`src/common/pulse_divider_pkg.sv`:
```
// Constants and state types shared by the encoder pulse divider files
package pulse_divider_pkg;

   // ----------------------------------------------------------------
   // Divider setting
   // ----------------------------------------------------------------
   localparam int unsigned     RATIO_W       = 15;
   localparam logic [14:0]     RATIO_MIN     = 15'h0010;   // 16
   localparam logic [14:0]     RATIO_MAX     = 15'h4000;   // 16384
   localparam logic [14:0]     RATIO_DEFAULT = 15'h4000;   // 16384

   // ----------------------------------------------------------------
   // Encoder resolution (lines per revolution, four edges per line)
   // ----------------------------------------------------------------
   localparam logic [15:0]     ENC_LINES     = 16'h4000;   // 16384

   // ----------------------------------------------------------------
   // Input bit positions inside the synchroniser vectors
   // ----------------------------------------------------------------
   localparam int unsigned     BIT_A         = 0;
   localparam int unsigned     BIT_B         = 1;
   localparam int unsigned     BIT_Z         = 2;

   // ----------------------------------------------------------------
   // Clock cycles after reset before the decoder may report a step
   // ----------------------------------------------------------------
   localparam logic [1:0]      SETTLE_EDGES  = 2'h3;

   // ----------------------------------------------------------------
   // Divider modes
   // ----------------------------------------------------------------
   typedef enum logic [0:0] {
      MODE_LOAD = 1'b0,
      MODE_RUN  = 1'b1
   } mode_type;

   // Divider state
   typedef struct packed {
      mode_type    mode;
      logic [14:0] ratio;
      logic [14:0] acc;
      logic [1:0]  phase;
      logic        out_a;
      logic        out_b;
      logic        out_c;
   } div_state_type;

   localparam div_state_type DIV_RESET = '{
      mode:  MODE_LOAD,
      ratio: RATIO_DEFAULT,
      acc:   15'h0000,
      phase: 2'h0,
      out_a: 1'b0,
      out_b: 1'b0,
      out_c: 1'b0
   };

   // Encoder input decoder state
   typedef struct packed {
      logic [2:0] s1;
      logic [2:0] s2;
      logic [2:0] s3;
      logic [2:0] stable;
      logic       step;
      logic       up;
      logic [1:0] settle;
   } dec_state_type;

   localparam dec_state_type DEC_RESET = '{
      s1:     3'h0,
      s2:     3'h0,
      s3:     3'h0,
      stable: 3'h0,
      step:   1'b0,
      up:     1'b0,
      settle: 2'h0
   };

endpackage : pulse_divider_pkg

```
`src/design/encoder_input_decoder.sv`:
```
// Encoder pin synchroniser and quadrature edge decoder
`timescale 1ns/1ns
module encoder_input_decoder
   import pulse_divider_pkg::*;
(
   input  wire logic sys_clk,      // System clock, 50 MHz
   input  wire logic nrst,         // Synchronous reset, active low
   input  wire logic enc_a,        // Encoder phase A pin
   input  wire logic enc_b,        // Encoder phase B pin
   input  wire logic enc_z,        // Encoder index pin
   output logic      enc_step,     // One-cycle pulse per quadrature edge
   output logic      enc_up,       // Direction of that edge, high = forward
   output logic      enc_index     // Filtered index level
);

   dec_state_type cur;
   dec_state_type next_cur;
   logic [1:0]    old_pos;
   logic [1:0]    new_pos;
   logic [1:0]    delta;

   // ----------------------------------------------------------------
   // Three-stage sync, accept a level once stages two and three agree
   // ----------------------------------------------------------------
   always_comb begin
      next_cur    = cur;
      next_cur.s1 = {enc_z, enc_b, enc_a};
      next_cur.s2 = cur.s1;
      next_cur.s3 = cur.s2;
      next_cur.stable = (cur.s2 & cur.s3) | (cur.stable & (cur.s2 ^ cur.s3));
      // Gray position of old and new accepted A/B levels
      old_pos = {cur.stable[BIT_A], cur.stable[BIT_A] ^ cur.stable[BIT_B]};
      new_pos = {next_cur.stable[BIT_A],
                 next_cur.stable[BIT_A] ^ next_cur.stable[BIT_B]};
      delta   = new_pos - old_pos;
      // A double jump carries no direction and is dropped
      next_cur.step = (delta == 2'h1) || (delta == 2'h3);
      next_cur.up   = (delta == 2'h1);
      // Right after reset the sync stages still hold reset zeros; take the
      // pin level as it arrives and report no step, so a shaft parked at a
      // nonzero position is not read as one false edge
      if (cur.settle != SETTLE_EDGES) begin
         next_cur.settle = cur.settle + 2'h1;
         next_cur.stable = cur.s2;
         next_cur.step   = 1'b0;
         next_cur.up     = 1'b0;
      end
   end

   // State register
   always_ff @(posedge sys_clk) begin
      if (!nrst) begin
         cur <= DEC_RESET;
      end else begin
         cur <= next_cur;
      end
   end

   assign enc_step  = cur.step;
   assign enc_up    = cur.up;
   assign enc_index = cur.stable[BIT_Z];

endmodule : encoder_input_decoder

```
`src/design/encoder_pulse_divider_output.sv`:
```
// Encoder pulse divider: emulated A/B quadrature and index output
`timescale 1ns/1ns
module encoder_pulse_divider_output
   import pulse_divider_pkg::*;
(
   input  wire logic        sys_clk,                  // System clock
   input  wire logic        nrst,                     // Sync reset, low
   input  wire logic        enc_a,                    // Encoder A pin
   input  wire logic        enc_b,                    // Encoder B pin
   input  wire logic        enc_z,                    // Encoder index pin
   input  wire logic [14:0] divider_ratio_setting,    // Pulses per rev
   input  wire logic        direction_reverse_select, // Reversal option
   output logic             divided_phase_a_out,      // Divided phase A
   output logic             divided_phase_b_out,      // Divided phase B
   output logic             index_phase_c_out         // Index phase C
);

   // Divider state and the decoder's per-edge handshake
   div_state_type cur;
   div_state_type next_cur;
   logic          enc_step;
   logic          enc_up;
   logic          enc_index;
   logic [15:0]   sum;

   // ----------------------------------------------------------------
   // Encoder input
   // ----------------------------------------------------------------
   encoder_input_decoder u_decoder (
      .sys_clk   (sys_clk),
      .nrst      (nrst),
      .enc_a     (enc_a),
      .enc_b     (enc_b),
      .enc_z     (enc_z),
      .enc_step  (enc_step),
      .enc_up    (enc_up),
      .enc_index (enc_index)
   );

   // Limit a setting to the accepted range. Out-of-range values are
   // clamped rather than refused, so a bad setting still gives a usable
   // pulse rate instead of a silent output
   function automatic logic [14:0] clamp_ratio(input logic [14:0] value);
      if (value < RATIO_MIN) begin
         return RATIO_MIN;
      end else if (value > RATIO_MAX) begin
         return RATIO_MAX;
      end
      return value;
   endfunction : clamp_ratio

   // ----------------------------------------------------------------
   // Rate divider and output phase stepper
   // ----------------------------------------------------------------
   // The accumulator gains the ratio on every forward encoder edge and
   // loses it on every reverse edge; each wrap through the encoder
   // line count is one output edge, so a revolution of 4*lines edges
   // yields 4*ratio output edges. Reverse steps undo forward steps
   // exactly, so jitter on an edge never accumulates drift.
   always_comb begin
      next_cur = cur;
      // One bit wider than the accumulator so the wrap test sees the carry
      sum      = {1'b0, cur.acc} + {1'b0, cur.ratio};
      case (cur.mode)
         MODE_LOAD: begin
            // Setting sampled once after release of reset only
            next_cur.ratio = clamp_ratio(divider_ratio_setting);
            next_cur.mode  = MODE_RUN;
         end
         MODE_RUN: begin
            // Forward edges add the ratio, reverse edges take it back
            if (enc_step) begin
               if (enc_up) begin
                  if (sum >= ENC_LINES) begin
                     next_cur.acc   = 15'(sum - ENC_LINES);
                     next_cur.phase = cur.phase + 2'h1;
                  end else begin
                     next_cur.acc = sum[14:0];
                  end
               end else begin
                  // A borrow through the line count steps the phase back
                  if (cur.acc < cur.ratio) begin
                     next_cur.acc   = 15'(({1'b0, cur.acc} + ENC_LINES)
                                          - {1'b0, cur.ratio});
                     next_cur.phase = cur.phase - 2'h1;
                  end else begin
                     next_cur.acc = cur.acc - cur.ratio;
                  end
               end
            end
         end
         default: begin
            next_cur.mode = MODE_LOAD;
         end
      endcase
      // Gray phase to A/B: one pin changes per step, B a quarter off A
      next_cur.out_a = next_cur.phase[1];
      next_cur.out_b = next_cur.phase[1] ^ next_cur.phase[0];
      // Forward edges walk the phase up, so B leads A going forward and
      // A leads B in reverse; the reversal option is not read here
      // Waveform is built from encoder direction alone
      next_cur.out_c = enc_index;
   end

   // ----------------------------------------------------------------
   // State register
   // ----------------------------------------------------------------
   always_ff @(posedge sys_clk) begin
      if (!nrst) begin
         cur <= DIV_RESET;
      end else begin
         cur <= next_cur;
      end
   end

   // Pins come straight from the state register, no logic after the flop
   assign divided_phase_a_out = cur.out_a;
   assign divided_phase_b_out = cur.out_b;
   assign index_phase_c_out   = cur.out_c;
endmodule : encoder_pulse_divider_output

```
`config.mk`:
```
export PLATFORM = sky130hd
export DESIGN_NAME = encoder_pulse_divider_output
export DESIGN_NICKNAME = d
export VERILOG_FILES = /design/src/common/pulse_divider_pkg.sv /design/src/design/encoder_input_decoder.sv /design/src/design/encoder_pulse_divider_output.sv
export SDC_FILE = /design/constraint.sdc
export NUM_CORES = 1
export LEC_CHECK = 0
export BUFFER_PORTS_ARGS = -buffer_cell sky130_fd_sc_hd__buf_2
export CAP_MARGIN = 10
export CORE_MARGIN = 2
export CORE_UTILIZATION = 60
export DETAILED_ROUTE_END_ITERATION = 8
export PLACE_DENSITY = 0.78
export SLEW_MARGIN = 20
export SYNTH_ARGS = -nofsm -noshare
export SYNTH_HDL_FRONTEND = slang
export SYNTH_HIERARCHICAL = 1
export SYNTH_SLANG_ARGS = --single-unit
```
`constraint.sdc`:
```
create_clock -name sys_clk -period 3.9 [get_ports sys_clk]
set_input_delay 0.195 -clock sys_clk [delete_from_list [all_inputs] [get_ports sys_clk]]
set_output_delay 0.195 -clock sys_clk [all_outputs]
set_load 0.02 [all_outputs]
```
==> results.txt, run 1 <==
Post CTS Setup Buffer Count = 0
Worst setup SP type = register
Top delay family on crit path = compound AO/OA/AOI/OAI gates
RePlAce Congestion = 0.9603
Max H-tree Level = 2
layout cells sized above 1 = 10.63%
Worst Reg-to-Reg Cells = 12
total power = 0.001213 W
outcome = finished clean
Post-DRT Antenna Nets = 0
total grt overflow = 0
metal1 wirelength = 5.014 mm
hold depth = 2
Reg2Reg Setup Slack = 0.60 ns
Core Area = 7370 µm²
Ant. Diodes = 0
Synth Instances = 565
Num CTS Buffers = 5
P_leak = 2.019 nW
end of the worst hold path = u_decoder/cur[15]$_SDFF_PN0_
Yosys warning total = 6
Worst VDD drop = 0.2377 mV
Seq/Total Area, Yosys = 22.10%
Slew HR = 48.46%
critical path arrival = 3.48 ns
R2R Path End = cur[19]$_SDFFE_PN0P_
Sw Pwr = 0.0004039 W
I/O Buffers = 22
Worst Max-Slew Pin Slew = 0.7702 ns
WS Path Type = reg2reg
RSZ-0062 raised after global routing = false
met2 routed WL = 4.954 mm
CP required = 4.08 ns
Switching Share = 33.31%
Mean Syn Cell Area = 8.176 µm²
max_cap viols = 0
CP max FO = 5
DRC viols = 0
cell chain of the critical path = inv_1, ha_1, inv_1, fa_1, nand2b_1, a221oi_1, nor4_1, o21ai_0, o221ai_1, o31ai_1, mux2i_1, a31oi_1
Total Wirelength = 10.80 mm
clock root cell = clkbuf_8
CP endpoint kind = register
WP buf/inv = 2
Syn Nets = 650
final setup fails = 0
Multi-input gate area = 3241 µm²
count of hold-fix buffers inserted at cts = 0
Nets = 658
P&R area growth vs syn = 5.011%
CTS clk-pin slew, worst paths = 0.11 ns
clk_skew = 0.01197 ns
number of synthesized flops with an enable pin = 0
DR pass1 iterations = 5
number of synthesized register bits = 51
Die Y = 91.75 µm
Vias = 4,034
main flop type after synthesis = dfxtp_1
setup tns final = 0 ns
Fmax = 303.3 MHz
CTS tree = built
Max stage delay on crit path = 0.45 ns
Post-Place Cells = 665
initial DRC count = 288
synth unique cells = 77
most used cell, CP = inv_1
Post-Syn Area = 4619 µm²
first-pass GRT wire length = 17.82 mm
vias in the first global route = 3,745
DIE AREA = 8417 µm²
post-cts sizing count = 0
crit share post-route = 84.53%
dpl hpwl = 8.352 mm
metal3 WL = 686 µm
slowest CP cell = dfxtp_1
Seq. cell area = 1021 µm²
utilization after layout = 65.82%
hold wc startpoint = enc_z
asr flop ratio synth = 0%
sequential share of power = 46.5%
GRT Util Overall = 26.14%
PwrDens = 250.0 nW/µm²
# rows = 31
Fill cells = 614
Clock power frac = 27.9%
final std cells w/o fill = 673
clk buf depth = 2
Internal = 0.0008087 W
clock latency on the worst-skew pair = 0.32 ns
Vias/cell = 5.994
clk sinks = 51
Slew Viols, Final = 0
part of the power in combinational logic = 25.6%
highest metal used = met4
Top Ports = 24
Final Hold Viols = 0
r2r startpoint = cur[21]$_SDFFE_PN0N_
post-layout min period = 3.297 ns
detailed-route wire length per cell = 16.05 µm
Die X = 91.75 µm
largest net degree at the start of global routing = 30
HP Class = in2reg
initial antenna violation count = 0
initial core utilization = 62.68%
-- power groups by stage --
stage               combinational (W)  sequential [W]  clock [W]
global route                 0.000344        0.000568   0.000362
CTS                          0.000306        0.000564   0.000340
finish                       0.000311        0.000564   0.000338
detailed placement           0.000304        0.000576          0
global placement             0.000298        0.000575          0
floorplan                    0.000244        0.000567          0
-- worst max-delay path by stage --
| stage | from | endpoint | slack [ns] | depth (start not counted) |
|---|---|---|---|---|
| 4_1_cts | cur[21]$_SDFFE_PN0N_ | cur[16]$_SDFFE_PN0P_ | 0.64 | 12 |
| 3_5_place_dp | cur[21]$_SDFFE_PN0N_ | cur[19]$_SDFFE_PN0P_ | 0.67 | 12 |
| 3_3_place_gp | cur[21]$_SDFFE_PN0N_ | cur[19]$_SDFFE_PN0P_ | 0.70 | 12 |
| 2_1_floorplan | cur[21]$_SDFFE_PN0N_ | cur[16]$_SDFFE_PN0P_ | 1.24 | 12 |
| 6_report | cur[21]$_SDFFE_PN0N_ | cur[19]$_SDFFE_PN0P_ | 0.60 | 12 |
| 5_1_grt | cur[21]$_SDFFE_PN0N_ | cur[19]$_SDFFE_PN0P_ | 0.30 | 12 |
-- routing by layer --
metal | global-route usage [%] | vias to the layer above
li1 | - | 1960
met1 | 36.01 | 1900
met2 | 43.87 | 154
met3 | 3.205 | 20
met4 | 6.095 | 0
met5 | 0 | -
-- cell families after synthesis --
kind of cell | synth area share, %
AO/OA/AOI/OAI | 21.64
XOR/XNOR | 5.119
adder cells (fa/ha/maj) | 19.94
buffers and inverters | 7.746
flip-flops | 22.10
multiplexers | 3.061
AND/OR/NAND/NOR | 20.40
-- registers in the layout, summed over array words and instances (netlist names) --
register / cells
u_decoder/enc_up: 1
u_decoder/cur: 13
u_decoder/enc_index: 1
cur: 33
u_decoder/enc_step: 1
divided_phase_b_out: 1
index_phase_c_out: 1
-- area by class of cell --
class	instances	area share (%)
Timing Repair Buffer	27	3.044
Sequential cell	51	21.05
Multi-Input combinational cell	429	66.80
Inverter	59	4.565
Clock inverter	3	0.5674
Clock buffer	5	1.419
Tap cell	99	2.554
-- cell usage in the layout (no fill, tap or decap), types with 6 or more instances in the layout --
cell      count
a22oi_1      14
xnor2_1      19
mux2i_1      13
nor2b_1      12
dfxtp_1      51
and2_1       13
a21oi_1      25
fa_1         16
buf_2        22
nand3_1       6
nand2b_1      8
inv_1        58
nand2_1      51
nor2_1       51
o21ai_0      30
nor3_1        9
a211oi_1      7
xor2_1        8
o31ai_1      10
ha_1         48
nor4_1        8
-- Yosys cell counts, drive strengths merged, types with 3 or more instances --
master  count  area (µm²)
nand2b      8       50.05
nand2      51       191.4
xor2        8       70.07
buf        14       91.33
a211oi      8       65.06
inv        58       217.7
a31oi       6       52.55
nand4b      3       26.28
xnor2      19       166.4
and2       15       95.10
o21bai      5       37.54
a221oi      5       50.04
o21ai      34       181.4
a21oi      26       133.9
o31ai      12       108.9
ha         48       600.6
clkbuf     12       45.04
nor3       12       81.33
nand3       6       30.03
nor3b       3       27.52
nor2b      12       75.07
and3        3       18.77
o21a        3       22.52
dfxtp      51        1021
fa         16       320.3
nor4        8       50.05
mux2i      13       130.1
o221ai      3       26.28
a22oi      14       105.1
nor2       52       197.7
or2         3       18.77
o211ai      4       30.03
-- stage by stage --
| stage | worst slack (ns) | cell area, µm² | hold WS [ns] |
|---|---|---|---|
| after global routing | 0.2990 | 4851 | 0.06727 |
| after CTS | 0.6363 | 4851 | 0.07993 |
| after floorplan | 1.237 | 4619 | 0.2227 |
| final | 0.6034 | 4851 | 0.08421 |
| after global placement | 0.6973 | 4755 | 0.4014 |
| after detailed placement | 0.6700 | 4755 | 0.4063 |
Note: power is estimated with default switching activity, not from simulation.
==> run 2: changes to the inputs <==
==> constraint.sdc (replaced) <==
create_clock -name sys_clk -period 3.3 [get_ports sys_clk]
set_input_delay 0.165 -clock sys_clk [delete_from_list [all_inputs] [get_ports sys_clk]]
set_output_delay 0.165 -clock sys_clk [all_outputs]
set_load 0.02 [all_outputs]
==> run 2 against run 1 <==
  * Clock power grew 20%
  * Sequential power increased by 17%
  * Global-route usage rose by 1.5 points
  * Via count grew 2.4%
  * Core utilization is 1.8 points higher
  * Sequential cell count is the same
  * Clock skew increased by 0.0028 ns
  * Sequential share of layout area fell by 0.55 points
  * Hold slack worse by 0.029 ns
  * Largest cell class unchanged
  * Non-clock buffer count increased by 15
  * Total power rose by 20%
==> results.txt, run 2 (synthesized netlist as in run 1, its figures left out) <==
biggest regs = cur x33, u_decoder/cur x13
Worst VDD drop = 0.2637 mV (+11%)
final setup fails = 0 (unchanged)
I/O Buffers = 22 (unchanged)
CP endpoint kind = register
Die X = 91.75 µm (unchanged)
P&R area growth vs syn = 7.828%
Max stage delay on crit path = 0.42 ns (-0.03 ns)
clk buf depth = 2 (unchanged)
Fin Hold WS = 0.05487 ns (-0.02934 ns)
initial antenna violation count = 0 (unchanged)
Internal = 0.0009693 W (+20%)
DRC viols = 0 (unchanged)
post-layout min period = 3.008 ns (-0.2883 ns)
Die Y = 91.75 µm (unchanged)
most common cell after layout, fill and taps aside = inv_1
Clock power frac = 27.7% (-0.2 points)
Largest register FFs = 33 (unchanged)
utilization after layout = 67.59% (+1.8 points)
DIE AREA = 8417 µm² (unchanged)
max_cap viols = 0 (unchanged)
slowest CP cell = fa_1
Max H-tree Level = 2 (unchanged)
sequential share of power = 45.3% (-1.2 points)
final std cells w/o fill = 688 (+2.2%)
Post CTS Setup Buffer Count = 0 (unchanged)
largest net degree at the start of global routing = 37 (+23%)
DR pass1 iterations = 5 (unchanged)
Fill cells = 645 (+5.0%)
Post-Place Cells = 680 (+2.3%)
Ant. Diodes = 0 (unchanged)
Nets = 673 (+2.3%)
Core Area = 7370 µm² (unchanged)
GRT Util Overall = 27.68% (+1.5 points)
total grt overflow = 0 (unchanged)
RePlAce Congestion = 0.9187 (-4.3%)
first-pass GRT wire length = 18.86 mm (+5.8%)
PwrDens = 293.1 nW/µm² (+17%)
Slew Viols, Final = 0 (unchanged)
CTS clk-pin slew, worst paths = 0.12 ns (about the same)
Post-DRT Antenna Nets = 0 (unchanged)
detailed-route wire length per cell = 16.59 µm (+3.4%)
# rows = 31 (unchanged)
HP Class = in2reg
RSZ-0062 raised after global routing = false
Slew HR = 45.60% (-2.9 points)
Sw Pwr = 0.0004908 W (+22%)
WS Path Type = reg2reg
clock latency on the worst-skew pair = 0.32 ns (about the same)
layout cells sized above 1 = 13.41% (+2.8 points)
P_leak = 2.098 nW (+3.9%)
initial core utilization = 62.68% (unchanged)
Largest Register = cur
crit share post-route = 91.16% (+6.6 points)
Total Wirelength = 11.42 mm (+5.7%)
Vias/cell = 6.004 (+0.17%)
Top Ports = 24 (unchanged)
total power = 0.001460 W (+20%)
Worst setup SP type = register
dpl hpwl = 8.924 mm (+6.9%)
setup tns final = 0 ns (unchanged)
cell chain of the critical path = ha_1, inv_1, fa_1, a21boi_1, o21ai_2, o211ai_1, a211oi_2, or2_1, nor2_2, a311oi_2, mux2i_1
part of the power in combinational logic = 27.0% (+1.4 points)
critical path arrival = 3.27 ns (-0.21 ns)
outcome = finished clean
clock root cell = clkbuf_8
CP required = 3.56 ns (-0.52 ns)
Final Hold Viols = 0 (unchanged)
CTS tree = built
Vias = 4,131 (+2.4%)
clk sinks = 51 (unchanged)
Fmax = 332.4 MHz (+9.6%)
CP max FO = 5 (unchanged)
clk_skew = 0.01475 ns (+0.002777 ns)
initial DRC count = 294 (+2.1%)
vias in the first global route = 4,007 (+7.0%)
most frequent cells in the layout = inv_1, nand2_1, nor2_1, dfxtp_1, ha_1
Worst Max-Slew Pin Slew = 0.8130 ns (+0.04285 ns)
Num CTS Buffers = 5 (unchanged)
Switching Share = 33.61% (+0.31 points)
==> run 2: cell count changes in the layout (fill, tap and decap cells not counted), sizes merged <==
| cell | before | now |
|---|---|---|
| buf | 27 | 42 |
==> run 2: power by group through the flow <==
stage	clock network, W	logic [W]	registers (W)
floorplan	0	0.000288	0.000670
global placement	0	0.000372	0.000674
detailed placement	0	0.000382	0.000675
CTS	0.000413	0.000384	0.000661
global route	0.000435	0.000435	0.000665
finish	0.000404	0.000394	0.000662
==> run 2: area by class of cell <==
| class | instances | area (µm²) | area share [%] |
|---|---|---|---|
| multi-input combinational | 429 | 3258 | 65.41 |
| inverter | 59 | 221.5 | 4.446 |
| clock inverter | 3 | 27.53 | 0.5526 |
| clock buffer | 5 | 68.82 | 1.382 |
| sequential | 51 | 1021 | 20.50 |
| tap | 99 | 123.9 | 2.487 |
| timing repair buffer | 42 | 260.3 | 5.225 |
==> run 2: path summary, 6_finish.rpt <==
check | slack, ns | cells past startpoint | to | start
setup reg to reg | 0.29 | 11 | cur[4]$_SDFF_PN0_ | cur[8]$_SDFFE_PN0P_
setup / recovery | 0.29 | 11 | cur[4]$_SDFF_PN0_ | cur[8]$_SDFFE_PN0P_
hold reg to reg | 0.44 | 1 | u_decoder/cur[12]$_SDFF_PN0_ | u_decoder/cur[15]$_SDFF_PN0_
hold / removal | 0.05 | 2 | u_decoder/cur[14]$_SDFF_PN0_ | enc_b
==> run 2: metrics by stage <==
stage / area (µm²) / setup slack [ns]
final: 4981 / 0.2917
after detailed placement: 4867 / 0.1235
after global placement: 4867 / 0.1915
after floorplan: 4619 / 0.6374
after CTS: 4964 / 0.1198
after global routing: 4981 / 0.05773
==> run 2: critical path: cells and delay by family, from the launching register on <==
kind	cells	cell delay (ns)
AO/OA/AOI/OAI	5	1.13
adder cells (fa/ha/maj)	2	0.63
AND/OR/NAND/NOR	2	0.52
flip-flops	1	0.41
multiplexers	1	0.21
buffers and inverters	1	0.06
==> run 2: timing repair <==
item	4_1_cts	5_1_grt
resized for setup	0	5
hold buffers	0	0
endpoints found under the setup margin	0	2
==> run 2: layer usage <==
layer / vias to the layer above / share of wire (%) / global-route usage [%]
met3: 21 / 6.3 / 3.287
met5: - / 0 / 0
met4: 0 / 1.7 / 8.333
met2: 148 / 46 / 44.98
li1: 1995 / - / -
met1: 1967 / 46 / 38.69
